[config.mk]
export PLATFORM = sky130hd
export DESIGN_NAME = ocsrt_top
export DESIGN_NICKNAME = d
export VERILOG_FILES = /design/src/ocsrt_pkg.sv /design/src/ocsrt_stage.sv /design/src/ocsrt_top.sv
export SDC_FILE = /design/constraint.sdc
export NUM_CORES = 2
export LEC_CHECK = 0
export ABC_AREA = 1
export BUFFER_PORTS_ARGS = -buffer_cell sky130_fd_sc_hd__buf_4
export CAP_MARGIN = 20
export CORE_AREA = 2 2 393 395
export CTS_CLUSTER_DIAMETER = 60
export DETAILED_ROUTE_END_ITERATION = 12
export DIE_AREA = 0 0 395 397
export PLACE_DENSITY = 0.62
export SYNTH_ARGS = -nofsm -noshare
export SYNTH_HDL_FRONTEND = slang
export SYNTH_HIERARCHICAL = 1
export SYNTH_SLANG_ARGS = --single-unit
[constraint.sdc]
create_clock -name clk_sys_in -period 7.65 [get_ports clk_sys_in]
set_input_delay 0.765 -clock clk_sys_in [delete_from_list [all_inputs] [get_ports clk_sys_in]]
set_output_delay 0.765 -clock clk_sys_in [all_outputs]
set_load 0.1 [all_outputs]
[src/ocsrt_pkg.sv]
/*
  Shared constants and types of the overcurrent stage block: register map, field positions,
  values after reset, forced-state codes and the stage state encoding.
  Assumes a 5 ms measurement refresh strobe and magnitudes and thresholds in units of 0.01 x In.
*/
package ocsrt_pkg;

  localparam int unsigned NUM_STAGES = 4;
  localparam int unsigned MAG_W      = 16;

  // Timer base: every counter advances once per measurement refresh.
  localparam int unsigned TICK_MS        = 5;
  localparam int unsigned RELEASE_RST_MS = 60;
  localparam logic [15:0] RELEASE_RST    = 16'(RELEASE_RST_MS / TICK_MS);
  localparam logic [15:0] OPDELAY_RST    = 16'h0014;
  localparam logic [15:0] THRESHOLD_RST  = 16'h0078;

  // Pick-up drops out below 97 percent of the threshold.
  localparam logic [7:0] DROP_NUM = 8'h61;
  localparam logic [7:0] DROP_DEN = 8'h64;

  // Byte addresses: each stage owns a block of four words.
  localparam logic [7:0] STAGE_STRIDE = 8'h10;
  localparam logic [3:0] OFS_CTRL     = 4'h0;
  localparam logic [3:0] OFS_THRESH   = 4'h4;
  localparam logic [3:0] OFS_RELEASE  = 4'h8;
  localparam logic [3:0] OFS_OPDELAY  = 4'hc;
  localparam logic [7:0] ADDR_FORCE   = 8'h40;
  localparam logic [7:0] ADDR_STATUS  = 8'h44;

  // Stage control word fields.
  localparam int unsigned CTRL_DLY_REL  = 0;
  localparam int unsigned CTRL_OP_RST   = 1;
  localparam int unsigned CTRL_CONT     = 2;
  localparam int unsigned CTRL_MSEL_LO  = 3;
  localparam int unsigned CTRL_BUS_OK   = 5;
  localparam int unsigned CTRL_FORCE_LO = 8;
  localparam logic [31:0] CTRL_RST      = 32'h0000_0003;
  localparam logic [31:0] CTRL_MASK     = 32'h0000_1f3f;

  typedef enum logic [1:0] {
    OCSRT_MAG_RMS  = 2'h0,
    OCSRT_MAG_TRMS = 2'h1,
    OCSRT_MAG_PP   = 2'h2
  } ocsrt_msel_t;

  // Forced-state codes; 0 is normal operation.
  localparam logic [4:0] FRC_NORMAL  = 5'h00;
  localparam logic [4:0] FRC_START   = 5'h01;
  localparam logic [4:0] FRC_TRIP    = 5'h02;
  localparam logic [4:0] FRC_BLOCKED = 5'h03;
  localparam logic [4:0] FRC_ST_A    = 5'h04;
  localparam logic [4:0] FRC_TR_A    = 5'h07;
  localparam logic [4:0] FRC_ST_AB   = 5'h0a;
  localparam logic [4:0] FRC_ST_ABC  = 5'h0d;
  localparam logic [4:0] FRC_TR_AB   = 5'h0e;
  localparam logic [4:0] FRC_TR_ABC  = 5'h11;

  typedef enum logic [4:0] {
    OCSRT_IDLE    = 5'b00001,
    OCSRT_RUN     = 5'b00010,
    OCSRT_RELEASE = 5'b00100,
    OCSRT_TRIPPED = 5'b01000,
    OCSRT_BLOCKED = 5'b10000
  } ocsrt_state_t;

endpackage

[src/ocsrt_stage.sv]
/*
  One overcurrent stage: per-phase pick-up with hysteresis, start hold, release and operating timers.
  Assumes tick_in is a one-cycle strobe at each 5 ms measurement refresh and settings are static
  between ticks.
*/
`timescale 1ns/1ps
module ocsrt_stage (
  input  wire logic        clk_sys_in,          // System clock.
  input  wire logic        rst_in,              // Synchronous reset, active high.
  input  wire logic        tick_in,             // Measurement refresh strobe.
  input  wire logic [15:0] mag_a_in,            // Selected phase A magnitude.
  input  wire logic [15:0] mag_b_in,            // Selected phase B magnitude.
  input  wire logic [15:0] mag_c_in,            // Selected phase C magnitude.
  input  wire logic [15:0] threshold_in,        // Pick-up threshold.
  input  wire logic        block_in,            // Block input.
  input  wire logic        delayed_release_in,  // Hold start through release delay.
  input  wire logic        op_reset_after_in,   // Clear operating counter only after release delay.
  input  wire logic        continue_in,         // Keep operating counter running in release.
  input  wire logic [15:0] release_ticks_in,    // Release delay in ticks.
  input  wire logic [15:0] op_ticks_in,         // Signed operating delay in ticks.
  output logic             start_out,           // Start state.
  output logic             trip_out,            // Trip state.
  output logic             blocked_out,         // Blocked state.
  output logic [2:0]       phase_pickup_out     // Per-phase pick-up.
);

  ocsrt_pkg::ocsrt_state_t state_q, state_d;
  logic [2:0]  pu_q;
  logic [15:0] op_cnt_q, op_cnt_d;
  logic [15:0] rel_cnt_q, rel_cnt_d;

  function automatic logic above(input logic [15:0] mag, input logic [15:0] thr);
    above = mag > thr;
  endfunction

  function automatic logic below_drop(input logic [15:0] mag, input logic [15:0] thr);
    below_drop = (24'(mag) * 24'(ocsrt_pkg::DROP_DEN)) < (24'(thr) * 24'(ocsrt_pkg::DROP_NUM));
  endfunction

  wire [15:0] mags [3] = '{mag_a_in, mag_b_in, mag_c_in};
  wire [2:0] pu_new;
  for (genvar i = 0; i < 3; i++) begin : g_ph
    assign pu_new[i] = above(mags[i], threshold_in) | (pu_q[i] & ~below_drop(mags[i], threshold_in));
  end
  wire any_pu = |pu_new;
  wire op_zero = op_ticks_in[15] | (op_ticks_in == 16'h0000);
  wire op_done = op_zero | ({1'b0, op_cnt_q} + 17'h00001 >= {1'b0, op_ticks_in});
  wire rel_done = ({1'b0, rel_cnt_q} + 17'h00001 >= {1'b0, release_ticks_in});
  wire [15:0] op_inc = (op_cnt_q == 16'hffff) ? op_cnt_q : op_cnt_q + 16'h0001;

  always_comb begin
    state_d = state_q;
    op_cnt_d = op_cnt_q;
    rel_cnt_d = rel_cnt_q;
    if (tick_in) begin
      unique case (state_q)
        ocsrt_pkg::OCSRT_IDLE: begin
          op_cnt_d = 16'h0000;
          if (any_pu) begin
            state_d = block_in ? ocsrt_pkg::OCSRT_BLOCKED : ocsrt_pkg::OCSRT_RUN;
          end
        end
        ocsrt_pkg::OCSRT_RUN: begin
          if (any_pu && !block_in) begin
            op_cnt_d = op_inc;
            if (op_done) begin
              state_d = ocsrt_pkg::OCSRT_TRIPPED;
            end
          end else begin
            // A block after start is handled like a pick-up drop.
            state_d = ocsrt_pkg::OCSRT_RELEASE;
            rel_cnt_d = 16'h0000;
            if (!op_reset_after_in) begin
              op_cnt_d = 16'h0000;
            end
          end
        end
        ocsrt_pkg::OCSRT_RELEASE: begin
          if (any_pu && !block_in) begin
            state_d = ocsrt_pkg::OCSRT_RUN;
          end else begin
            rel_cnt_d = rel_cnt_q + 16'h0001;
            if (continue_in) begin
              op_cnt_d = op_inc;
            end
            if (rel_done) begin
              state_d = ocsrt_pkg::OCSRT_IDLE;
              op_cnt_d = 16'h0000;
            end
          end
        end
        ocsrt_pkg::OCSRT_TRIPPED: begin
          if (!any_pu) begin
            state_d = ocsrt_pkg::OCSRT_IDLE;
          end
        end
        ocsrt_pkg::OCSRT_BLOCKED: begin
          if (!any_pu) begin
            state_d = ocsrt_pkg::OCSRT_IDLE;
          end
        end
      endcase
    end
  end

  always_ff @(posedge clk_sys_in) begin
    if (rst_in) begin
      state_q <= ocsrt_pkg::OCSRT_IDLE;
      pu_q <= 3'h0;
      op_cnt_q <= 16'h0000;
      rel_cnt_q <= 16'h0000;
    end else begin
      state_q <= state_d;
      pu_q <= tick_in ? pu_new : pu_q;
      op_cnt_q <= op_cnt_d;
      rel_cnt_q <= rel_cnt_d;
    end
  end

  // Start is held through release only when delayed release is chosen.
  assign start_out = (state_q == ocsrt_pkg::OCSRT_RUN) || (state_q == ocsrt_pkg::OCSRT_TRIPPED) ||
                     ((state_q == ocsrt_pkg::OCSRT_RELEASE) && delayed_release_in);
  assign trip_out = state_q == ocsrt_pkg::OCSRT_TRIPPED;
  assign blocked_out = state_q == ocsrt_pkg::OCSRT_BLOCKED;
  assign phase_pickup_out = pu_q;

endmodule

[src/ocsrt_top.sv]
/*
  Four-stage phase overcurrent block with an Avalon-MM register slave, a local setting port,
  magnitude selection and forced-state test control.
  Assumes all inputs are synchronous to clk_sys_in and meas_tick_in pulses once per 5 ms refresh.
*/
// Our own choices: the register offsets and the Avalon-MM slave port.
//
// Overview of operation
// - Negative or zero operating delay trips on the first refresh after start.
// - Counting during release never trips unless pick-up returns first.
// - Delayed release holds start through release delay; otherwise start clears immediately.
// - Release delay in 5 ms steps, default 60 ms, bridges gaps between pick-ups.
// - Default: operating counter held, cleared only when release delay expires.
// - Without reset-after-release, operating counter clears when pick-up drops.
// - Continue option keeps the operating counter advancing during release.
// - Global forcing enable lets software set any stage state directly.
// - While forcing, measured currents still drive the stage as well.
// - Four independent stages with own settings, timers and outputs.
// - Magnitude select: fundamental RMS (default), true RMS or peak-to-peak.
// - All nine phase magnitude words are inputs refreshed every 5 ms.
// - General settings are static and unaffected by setting group changes.
// - Bus writes to the threshold take effect only when bus setting is allowed.
// - Forced-status selector acts only with forcing enabled; default normal.
// - Decisions use phase magnitude; one, two or three phases can operate.
// - Pick-up above threshold, drop-out only below 97 percent of it.
// - Block input active at pick-up gives blocked instead of start, no timing.
`timescale 1ns/1ps
module ocsrt_top (
  input  wire logic        clk_sys_in,          // 200 MHz system clock.
  input  wire logic        rst_in,              // Synchronous reset, active high.
  input  wire logic [7:0]  avs_address,         // Byte address.
  input  wire logic        avs_read,            // Read request.
  input  wire logic        avs_write,           // Write request.
  input  wire logic [31:0] avs_writedata,       // Write data.
  input  wire logic [3:0]  avs_byteenable,      // Byte enables.
  output logic [31:0]      avs_readdata,        // Read data.
  output logic             avs_waitrequest,     // Wait request.
  input  wire logic        local_set_valid_in,  // Local threshold write strobe.
  input  wire logic [1:0]  local_set_stage_in,  // Local write target stage.
  input  wire logic [15:0] local_set_value_in,  // Local threshold value.
  input  wire logic        meas_tick_in,        // 5 ms refresh strobe.
  input  wire logic [15:0] phase_a_current_rms_in,   // Phase A fundamental RMS.
  input  wire logic [15:0] phase_b_current_rms_in,   // Phase B fundamental RMS.
  input  wire logic [15:0] phase_c_current_rms_in,   // Phase C fundamental RMS.
  input  wire logic [15:0] phase_a_current_trms_in,  // Phase A true RMS.
  input  wire logic [15:0] phase_b_current_trms_in,  // Phase B true RMS.
  input  wire logic [15:0] phase_c_current_trms_in,  // Phase C true RMS.
  input  wire logic [15:0] phase_a_current_pp_in,    // Phase A peak-to-peak.
  input  wire logic [15:0] phase_b_current_pp_in,    // Phase B peak-to-peak.
  input  wire logic [15:0] phase_c_current_pp_in,    // Phase C peak-to-peak.
  input  wire logic [3:0]  block_in,            // Per-stage block inputs.
  output logic [3:0]       start_out,           // Per-stage start.
  output logic [3:0]       trip_out,            // Per-stage trip.
  output logic [3:0]       blocked_out,         // Per-stage blocked.
  output logic [11:0]      phase_start_out,     // Per-stage phase start, 3 bits each.
  output logic [11:0]      phase_trip_out       // Per-stage phase trip, 3 bits each.
);

  localparam int unsigned NS = ocsrt_pkg::NUM_STAGES;

  logic [31:0] ctrl_q      [NS];
  logic [15:0] thresh_q    [NS];
  logic [15:0] release_q   [NS];
  logic [15:0] opdelay_q   [NS];
  logic        force_en_q;
  logic        wait_q;
  logic [31:0] rdata_q;
  logic [3:0]  start_q, trip_q, blocked_q;
  logic [11:0] ph_start_q, ph_trip_q;

  // Forced-state decode: {blocked, trip[2:0], start[2:0]}.
  function automatic logic [6:0] force_decode(input logic [4:0] sel);
    logic [6:0] r;
    r = 7'h00;
    if (sel == ocsrt_pkg::FRC_START) begin
      r = 7'h07;
    end else if (sel == ocsrt_pkg::FRC_TRIP) begin
      r = 7'h3f;
    end else if (sel == ocsrt_pkg::FRC_BLOCKED) begin
      r = 7'h40;
    end else if (sel >= ocsrt_pkg::FRC_ST_A && sel < ocsrt_pkg::FRC_TR_A) begin
      r = {4'h0, 3'(3'h1 << (sel - ocsrt_pkg::FRC_ST_A))};
    end else if (sel >= ocsrt_pkg::FRC_TR_A && sel < ocsrt_pkg::FRC_ST_AB) begin
      r = {1'b0, 3'(3'h1 << (sel - ocsrt_pkg::FRC_TR_A)), 3'(3'h1 << (sel - ocsrt_pkg::FRC_TR_A))};
    end else if (sel >= ocsrt_pkg::FRC_ST_AB && sel < ocsrt_pkg::FRC_ST_ABC) begin
      r = {4'h0, pair_mask(5'(sel - ocsrt_pkg::FRC_ST_AB))};
    end else if (sel == ocsrt_pkg::FRC_ST_ABC) begin
      r = 7'h07;
    end else if (sel >= ocsrt_pkg::FRC_TR_AB && sel < ocsrt_pkg::FRC_TR_ABC) begin
      r = {1'b0, pair_mask(5'(sel - ocsrt_pkg::FRC_TR_AB)), pair_mask(5'(sel - ocsrt_pkg::FRC_TR_AB))};
    end else if (sel == ocsrt_pkg::FRC_TR_ABC) begin
      r = 7'h3f;
    end
    return r;
  endfunction

  // Two-phase masks in the order AB, BC, CA.
  function automatic logic [2:0] pair_mask(input logic [4:0] idx);
    logic [2:0] m;
    m = 3'h5;
    if (idx == 5'h00) begin
      m = 3'h3;
    end else if (idx == 5'h01) begin
      m = 3'h6;
    end
    return m;
  endfunction

  function automatic logic [15:0] mag_select(input logic [1:0] sel, input logic [15:0] rms,
                                             input logic [15:0] trms, input logic [15:0] pp);
    logic [15:0] m;
    m = rms;
    if (sel == ocsrt_pkg::OCSRT_MAG_TRMS) begin
      m = trms;
    end else if (sel == ocsrt_pkg::OCSRT_MAG_PP) begin
      m = pp;
    end
    return m;
  endfunction

  function automatic logic [31:0] merge_be(input logic [31:0] old, input logic [31:0] nw, input logic [3:0] be);
    logic [31:0] r;
    r = old;
    for (int b = 0; b < 4; b++) begin
      if (be[b]) begin
        r[8*b +: 8] = nw[8*b +: 8];
      end
    end
    return r;
  endfunction

  // Bus decode: the answer comes one cycle after the request is first seen.
  wire        bus_req    = avs_read | avs_write;
  wire        bus_accept = bus_req & ~wait_q;
  wire        wr_fire    = avs_write & bus_accept;
  wire [1:0]  sel_stage  = avs_address[5:4];
  wire [3:0]  sel_ofs    = avs_address[3:0];
  wire        in_stage   = avs_address < ocsrt_pkg::ADDR_FORCE;
  wire        hit_force  = avs_address == ocsrt_pkg::ADDR_FORCE;
  wire        hit_status = avs_address == ocsrt_pkg::ADDR_STATUS;

  wire [31:0] ctrl_rd = ctrl_q[sel_stage];
  wire [31:0] stage_rd = (sel_ofs == ocsrt_pkg::OFS_CTRL)    ? ctrl_rd :
                         (sel_ofs == ocsrt_pkg::OFS_THRESH)  ? {16'h0000, thresh_q[sel_stage]} :
                         (sel_ofs == ocsrt_pkg::OFS_RELEASE) ? {16'h0000, release_q[sel_stage]} :
                         (sel_ofs == ocsrt_pkg::OFS_OPDELAY) ? {16'h0000, opdelay_q[sel_stage]} : 32'h0000_0000;
  wire [31:0] status_rd = {8'h00, ph_trip_q[7:0], 4'h0, blocked_q, trip_q, start_q};
  wire [31:0] rd_mux = in_stage   ? stage_rd :
                       hit_force  ? {31'h0000_0000, force_en_q} :
                       hit_status ? status_rd : 32'h0000_0000;

  always_ff @(posedge clk_sys_in) begin
    if (rst_in) begin
      wait_q <= 1'b1;
      rdata_q <= 32'h0000_0000;
    end else begin
      wait_q <= ~(bus_req & wait_q);
      rdata_q <= (avs_read & wait_q) ? rd_mux : rdata_q;
    end
  end
  assign avs_waitrequest = wait_q;
  assign avs_readdata = rdata_q;

  // Stage settings; general control words are never touched by any group switch.
  for (genvar s = 0; s < NS; s++) begin : g_set
    wire hit = wr_fire & in_stage & (sel_stage == 2'(s));
    wire bus_ok = ctrl_q[s][ocsrt_pkg::CTRL_BUS_OK];
    wire loc_hit = local_set_valid_in & (local_set_stage_in == 2'(s));
    wire thr_bus = hit & (sel_ofs == ocsrt_pkg::OFS_THRESH) & bus_ok;
    wire [31:0] thr_merge = merge_be({16'h0000, thresh_q[s]}, avs_writedata, avs_byteenable);
    always_ff @(posedge clk_sys_in) begin
      if (rst_in) begin
        ctrl_q[s] <= ocsrt_pkg::CTRL_RST;
        thresh_q[s] <= ocsrt_pkg::THRESHOLD_RST;
        release_q[s] <= ocsrt_pkg::RELEASE_RST;
        opdelay_q[s] <= ocsrt_pkg::OPDELAY_RST;
      end else begin
        if (hit && sel_ofs == ocsrt_pkg::OFS_CTRL) begin
          ctrl_q[s] <= merge_be(ctrl_q[s], avs_writedata, avs_byteenable) & ocsrt_pkg::CTRL_MASK;
        end
        if (loc_hit) begin
          thresh_q[s] <= local_set_value_in;
        end else if (thr_bus) begin
          thresh_q[s] <= thr_merge[15:0];
        end
        if (hit && sel_ofs == ocsrt_pkg::OFS_RELEASE) begin
          release_q[s] <= 16'(merge_be({16'h0000, release_q[s]}, avs_writedata, avs_byteenable));
        end
        if (hit && sel_ofs == ocsrt_pkg::OFS_OPDELAY) begin
          opdelay_q[s] <= 16'(merge_be({16'h0000, opdelay_q[s]}, avs_writedata, avs_byteenable));
        end
      end
    end
  end

  always_ff @(posedge clk_sys_in) begin
    if (rst_in) begin
      force_en_q <= 1'b0;
    end else if (wr_fire && hit_force && avs_byteenable[0]) begin
      force_en_q <= avs_writedata[0];
    end
  end

  // Stage instances and output merge.
  for (genvar s = 0; s < NS; s++) begin : g_stage
    wire [1:0] msel = ctrl_q[s][ocsrt_pkg::CTRL_MSEL_LO +: 2];
    wire [15:0] mag_a = mag_select(msel, phase_a_current_rms_in, phase_a_current_trms_in,
                                   phase_a_current_pp_in);
    wire [15:0] mag_b = mag_select(msel, phase_b_current_rms_in, phase_b_current_trms_in, phase_b_current_pp_in);
    wire [15:0] mag_c = mag_select(msel, phase_c_current_rms_in, phase_c_current_trms_in, phase_c_current_pp_in);
    wire st, tr, bl;
    wire [2:0] ph;
    // Forcing overlays the measured behaviour; it never suppresses it.
    wire [6:0] frc = force_en_q ? force_decode(ctrl_q[s][ocsrt_pkg::CTRL_FORCE_LO +: 5]) : 7'h00;

    ocsrt_stage u_stage (
      .clk_sys_in         (clk_sys_in),
      .rst_in             (rst_in),
      .tick_in            (meas_tick_in),
      .mag_a_in           (mag_a),
      .mag_b_in           (mag_b),
      .mag_c_in           (mag_c),
      .threshold_in       (thresh_q[s]),
      .block_in           (block_in[s]),
      .delayed_release_in (ctrl_q[s][ocsrt_pkg::CTRL_DLY_REL]),
      .op_reset_after_in  (ctrl_q[s][ocsrt_pkg::CTRL_OP_RST]),
      .continue_in        (ctrl_q[s][ocsrt_pkg::CTRL_CONT]),
      .release_ticks_in   (release_q[s]),
      .op_ticks_in        (opdelay_q[s]),
      .start_out          (st),
      .trip_out           (tr),
      .blocked_out        (bl),
      .phase_pickup_out   (ph)
    );

    always_ff @(posedge clk_sys_in) begin
      if (rst_in) begin
        start_q[s] <= 1'b0;
        trip_q[s] <= 1'b0;
        blocked_q[s] <= 1'b0;
        ph_start_q[3*s +: 3] <= 3'h0;
        ph_trip_q[3*s +: 3] <= 3'h0;
      end else begin
        start_q[s] <= st | (|frc[2:0]);
        trip_q[s] <= tr | (|frc[5:3]);
        blocked_q[s] <= bl | frc[6];
        ph_start_q[3*s +: 3] <= (st ? ph : 3'h0) | frc[2:0];
        ph_trip_q[3*s +: 3] <= (tr ? ph : 3'h0) | frc[5:3];
      end
    end
  end

  assign start_out = start_q;
  assign trip_out = trip_q;
  assign blocked_out = blocked_q;
  assign phase_start_out = ph_start_q;
  assign phase_trip_out = ph_trip_q;

endmodule

# Word-level counts from Yosys, hierarchy flattened
# Memory sizes are Yosys's and may differ from the RTL's.
# Cells that the tools add are included.
# classes
order_cmp,65
n_bitwise,108
n_mux,333
n_reduce_logical,101
shift,8
multipliers,16
eq_ne,103
addsub,32
# op_table
operator,n
$mux W16,75
$mux W8,56
$lt A23 B23 Y1,12
$mul A16 B5 Y21 const B,12
$mux W6,36
$mux W5,40
$gt A16 B16 Y1,12
$pmux W16 S3,4
$add A16 B1 Y17 const B,8
$ge A17 B16 Y1,8
$add A16 B1 Y16 const B,8
$pmux W16 S2,4
$mux W7,16
$mul A16 B7 Y23 const B,4
$eq A5 B1 Y1 const B,16
$pmux W5 S4,4
$mux W1,66
$eq A16 B16 Y1 const B,4
$logic_not A16 Y1,4
$mux W32,2
$eq A5 B2 Y1 const B,12
$or A1 B1 Y1,53
$mux W24,2
$mux W3,16
other kinds (39),292
# word_totals
in_bits,216
output_inout_bits,69
wordCells,809
memories,4
regBits,230
ram_bits,236
# memory_table
name,words,width,rd,rd_ports_with_merged_regs,wr,line_no,rtl
opdelay_q,4,16,5,0,4,ocsrt_top.sv:64,logic [15:0] opdelay_q [NS];
release_q,4,16,5,0,4,ocsrt_top.sv:63,logic [15:0] release_q [NS];
thresh_q,4,16,5,0,4,ocsrt_top.sv:62,logic [15:0] thresh_q [NS];
ctrl_q,4,11,5,0,4,ocsrt_top.sv:61,logic [31:0] ctrl_q [NS];

# Logic depth before layout (Yosys ltp)
# An unclocked memory read counts as a cell.
# depth
depth_word,16
depth_mapped,39

# Cells and area by module
# The synthesis kept the hierarchy.
# modules_own_cells
module,instances,area_each_um2,cells_per_inst,seq_area_each_um2
ocsrt_top,1,19358.6,2544,8328.0
ocsrt_stage (g_stage[1].u_stage),1,13279.0,2002,800.8
ocsrt_stage (g_stage[3].u_stage),1,13083.8,1952,800.8
ocsrt_stage (g_stage[2].u_stage),1,12922.4,1899,800.8
ocsrt_stage (g_stage[0].u_stage),1,12722.2,1876,800.8

# Least setup slack after synthesis
# Ideal clock, no wire load.
# synth_path
path_kind,register -> register
from,memory ctrl_q[0][3] (netlist name)
to,register g_stage[0].u_stage.op_cnt_q[10]
stages_incl_launch_ff,32
path_slack_ps,1955
n_path_buf,2
setup_ps,114
arrival_ps,5581
required_ps,7536
path_cell_list,edfxtp_1 inv_1 nor2_1 nor2_1 inv_2 clkbuf_1 o221ai_1 ha_1 ha_1 inv_1 fa_1 inv_1 ha_1 a21oi_1 nand2_1 nand2_1 nand3_1 a31o_2 a311o_1 a21oi_1 xor2_1 ha_1 a31o_2 nor2_1 nand3_1 a21oi_4 nand3_4 nand3_1 nand2_1 buf_2 a21oi_1 nor2_1
# synth_rtl
item,line_no,rtl
"start, declared",ocsrt_top.sv:61,
"end signal, assigned",ocsrt_stage.sv:115,op_cnt_q <= op_cnt_d;
"end, declared",ocsrt_stage.sv:29,"logic [15:0] op_cnt_q, op_cnt_d;"

==> impl_metrics.env <==
export IMPL_status="finished clean"
export IMPL_htreeDepth=2
export IMPL_clock_latency_ps=640
export IMPL_fin_nets=12500
export IMPL_numClockSinks=458
export IMPL_pwr_share_comb_pct=69.2
export IMPL_drc=0
export IMPL_synth_warnings=6
export IMPL_synth_cells=10300
export IMPL_vias=70600
export IMPL_drt_antenna_violating_nets=0
export IMPL_critPathMaxFanout=45
export IMPL_antenna_found_initial=13
export IMPL_yosysTopAreaCell="ha_1"
export IMPL_end_kind="flip-flop"
export IMPL_critPathSlowestCell="o221ai_1"
export IMPL_ys_top_cells_by_count="nand2_1 (2553), inv_1 (1886), ha_1 (1500), nor2_1 (854), a21oi_1 (529)"
export IMPL_wl_per_cell_um=20.3
export IMPL_r2r_end="g_stage[1].u_stage/op_cnt_q[13]$_SDFFE_PP0P_"
export IMPL_p_int_w=0.00891
export IMPL_ys_flop_type="edfxtp_1"
export IMPL_cp_required_ps=8160
export IMPL_fin_crit_sh_pct=94.5
export IMPL_cap_violations=0
export IMPL_die_w_um=395
export IMPL_crit_arrival_ps=7740
export IMPL_finalSetupTns_ps=0
export IMPL_ys_seq_elements=458
export IMPL_seq_area_frac_synth_pct=16.2
export IMPL_synth_distinct_cells=81
export IMPL_synthTopCellsByArea="ha_1 (26%), nand2_1 (13%), edfxtp_1 (9.9%)"
export IMPL_final_core_util_pct=51.3
export IMPL_port_buffers=258
export IMPL_worstMarginPinSlew_ps=1160
export IMPL_r2r_cells=36
export IMPL_initial_core_util_pct=46.7
export IMPL_dp_hpwl_um=215000
export IMPL_clkTransAtPathRegs_ps=60
export IMPL_slew_violations=0
export IMPL_peakVddDrop_mv=0.179
export IMPL_cts_tree="done"
export IMPL_crit_type="flip-flop to flip-flop"
export IMPL_grt_pass1_wl_um=388000
export IMPL_power_frac_clock_pct=14.8
export IMPL_final_hold_viol_count=0
export IMPL_r2r_start="ctrl_q[1][3]$_SDFFCE_PN0P_"
export IMPL_power_density_mw_per_mm2=232
export IMPL_min_from="avs_read"
export IMPL_via_per_inst=5.56
export IMPL_hold_path_endpoint="avs_waitrequest$_SDFF_PP1_"
export IMPL_skew_ps=39.0
export IMPL_p_sw_share_pct=51.1
export IMPL_seqPwrFrac_pct=16.1
export IMPL_cts_repair_resized=0
export IMPL_drtIter0Drc=6313
export IMPL_leakage_nw=42.3
export IMPL_rsz0062_at_grt="false"
export IMPL_fp_dieH_um=397
export IMPL_post_cts_buffers=0
export IMPL_hold_ws_ps=359
export IMPL_io_pins=285
export IMPL_cts_root_buffer="clkbuf_16"
export IMPL_async_flop_share_pct=0
export IMPL_grt_ovfl_total=0
export IMPL_hold_path_class="primary input to flip-flop"
export IMPL_synth_edf_count=236
export IMPL_post_place_ws_ps=495
export IMPL_fp_coreArea_mm2=0.153
export IMPL_setup_ws_ps=421
export IMPL_power_switching_w=0.00930
export IMPL_drive_above_1_share_pct=7.85
export IMPL_relSlewSlack_pct=22.8
export IMPL_setup_viol=0
export IMPL_die_area_mm2=0.157
export IMPL_synthToLayoutAreaGrowth_pct=9.90
export IMPL_grt_pass1_vias=66900
export IMPL_grt_start_max_net_pins=61
export IMPL_finalCriticalPeriod_ps=7230
export IMPL_rows=144
export IMPL_postCtsHoldBufs=0
export IMPL_avgSynthCellArea_um2=6.95
export IMPL_worstSetupStartpointType="flip-flop"
export IMPL_drtPass1Iterations=9
export IMPL_wirelength_um=258000
export IMPL_max_freq_ghz=0.138
export IMPL_synthesis_area_mm2=0.0714
export IMPL_netlist_area_leader_share_pct=26.3
export IMPL_clockBufferDepth=3
export IMPL_cpMostUsedCell="nand2_1"
export IMPL_gp_congestion=1.04
export IMPL_cpPeakStageDelay_ps=640
export IMPL_crit_start="ctrl_q[1][3]$_SDFFCE_PN0P_"
export IMPL_whs_path_depth=2
export IMPL_grt_usage_pct=31.9
export IMPL_yosysMostFrequentCell="nand2_1"
export IMPL_cts_inserted_buffers=51
export IMPL_r2r_slack_ps=420
-- critical path: cells and delay by family, from the launching register on --
| kind | cells | cell delay (ps) |
|---|---|---|
| AND/OR/NAND/NOR | 19 | 2480 |
| adder cells (fa/ha/maj) | 5 | 1820 |
| AO/OA/AOI/OAI | 4 | 1280 |
| buffers and inverters | 7 | 800 |
| flip-flops | 1 | 430 |
| XOR/XNOR | 1 | 220 |
-- routing by layer --
layer  global-route usage, %  part of all wire (%)
met3                    5.71                   9.0
met5                       0                 0.055
met4                    16.0                   5.9
met2                    51.8                    44
met1                    40.6                    41
-- flip-flops by register name (all words and copies together), names as in the netlist --
name	count
avs_readdata	24
phase_start_out	12
blocked_out	4
g_stage.u_stage/rel_cnt_q	64
trip_out	4
thresh_q	64
start_out	4
force_en_q	1
g_stage.u_stage/phase_pickup_out	12
opdelay_q	64
phase_trip_out	12
g_stage.u_stage/op_cnt_q	64
release_q	64
ctrl_q	44
g_stage.u_stage/state_q	20
avs_waitrequest	1
-- power groups by stage --
stage          Sequential (W)  Combinational (W)  Clock (W)
4_1_cts               0.00292             0.0125    0.00271
3_3_place_gp          0.00296             0.0120          0
5_1_grt               0.00293             0.0143    0.00280
2_1_floorplan         0.00291            0.00911          0
6_report              0.00292             0.0126    0.00269
3_5_place_dp          0.00297             0.0124          0
-- per-stage QoR --
stage	area (um2)	power [W]	instances
3_3_place_gp	76500	0.0150	12600
4_1_cts	78300	0.0181	12700
5_1_grt	78400	0.0201	12700
3_5_place_dp	76500	0.0154	12600
2_1_floorplan	71400	0.0120	10300
6_report	78400	0.0182	12700
-- cells by family after synthesis --
group,share of synthesized area (%)
simple gates,25.5
other cells,0.00525
compound gates,12.1
xor+xnor,3.66
flops,16.2
fa+ha+maj,30.9
buf+inv,11.7
-- worst max path at each step --
stage                     cells after the start                                           end  slack, ps
final                                        36  g_stage[1].u_stage/op_cnt_q[13]$_SDFFE_PP0P_        420
after global routing                         37   g_stage[1].u_stage/op_cnt_q[8]$_SDFFE_PP0P_          5
after global placement                       35   g_stage[2].u_stage/op_cnt_q[3]$_SDFFE_PP0P_        570
after CTS                                    35   g_stage[2].u_stage/op_cnt_q[3]$_SDFFE_PP0P_        440
after floorplan                              31  g_stage[0].u_stage/op_cnt_q[10]$_SDFFE_PP0P_       1960
after detailed placement                     35   g_stage[2].u_stage/op_cnt_q[3]$_SDFFE_PP0P_        500
-- placed cells by master, fill, tap and decap left out, types with 164 or more instances in the layout --
cell	synthesis	layout
nor2_1	854	849
edfxtp_1	236	236
nand2_1	2553	2553
inv_1	1886	1886
nand3_1	431	431
ha_1	1500	1500
buf_4	21	455
dfxtp_1	222	222
fa_1	164	164
xor2_1	177	177
a21oi_1	529	529
a31oi_1	165	164
-- cell type report --
| cell class | instances | area [um2] |
|---|---|---|
| Inverter | 1938 | 7290 |
| Clock buffer | 65 | 1380 |
| Tap cell | 2044 | 2560 |
| Sequential cell | 458 | 11500 |
| Timing Repair Buffer | 479 | 3660 |
| Multi-Input combinational cell | 7663 | 51600 |
| Fill cell | 15200 | 74500 |
| Clock inverter | 31 | 400 |
| Antenna cell | 4 | 10.0 |
Power figures use the tool's default switching activity.
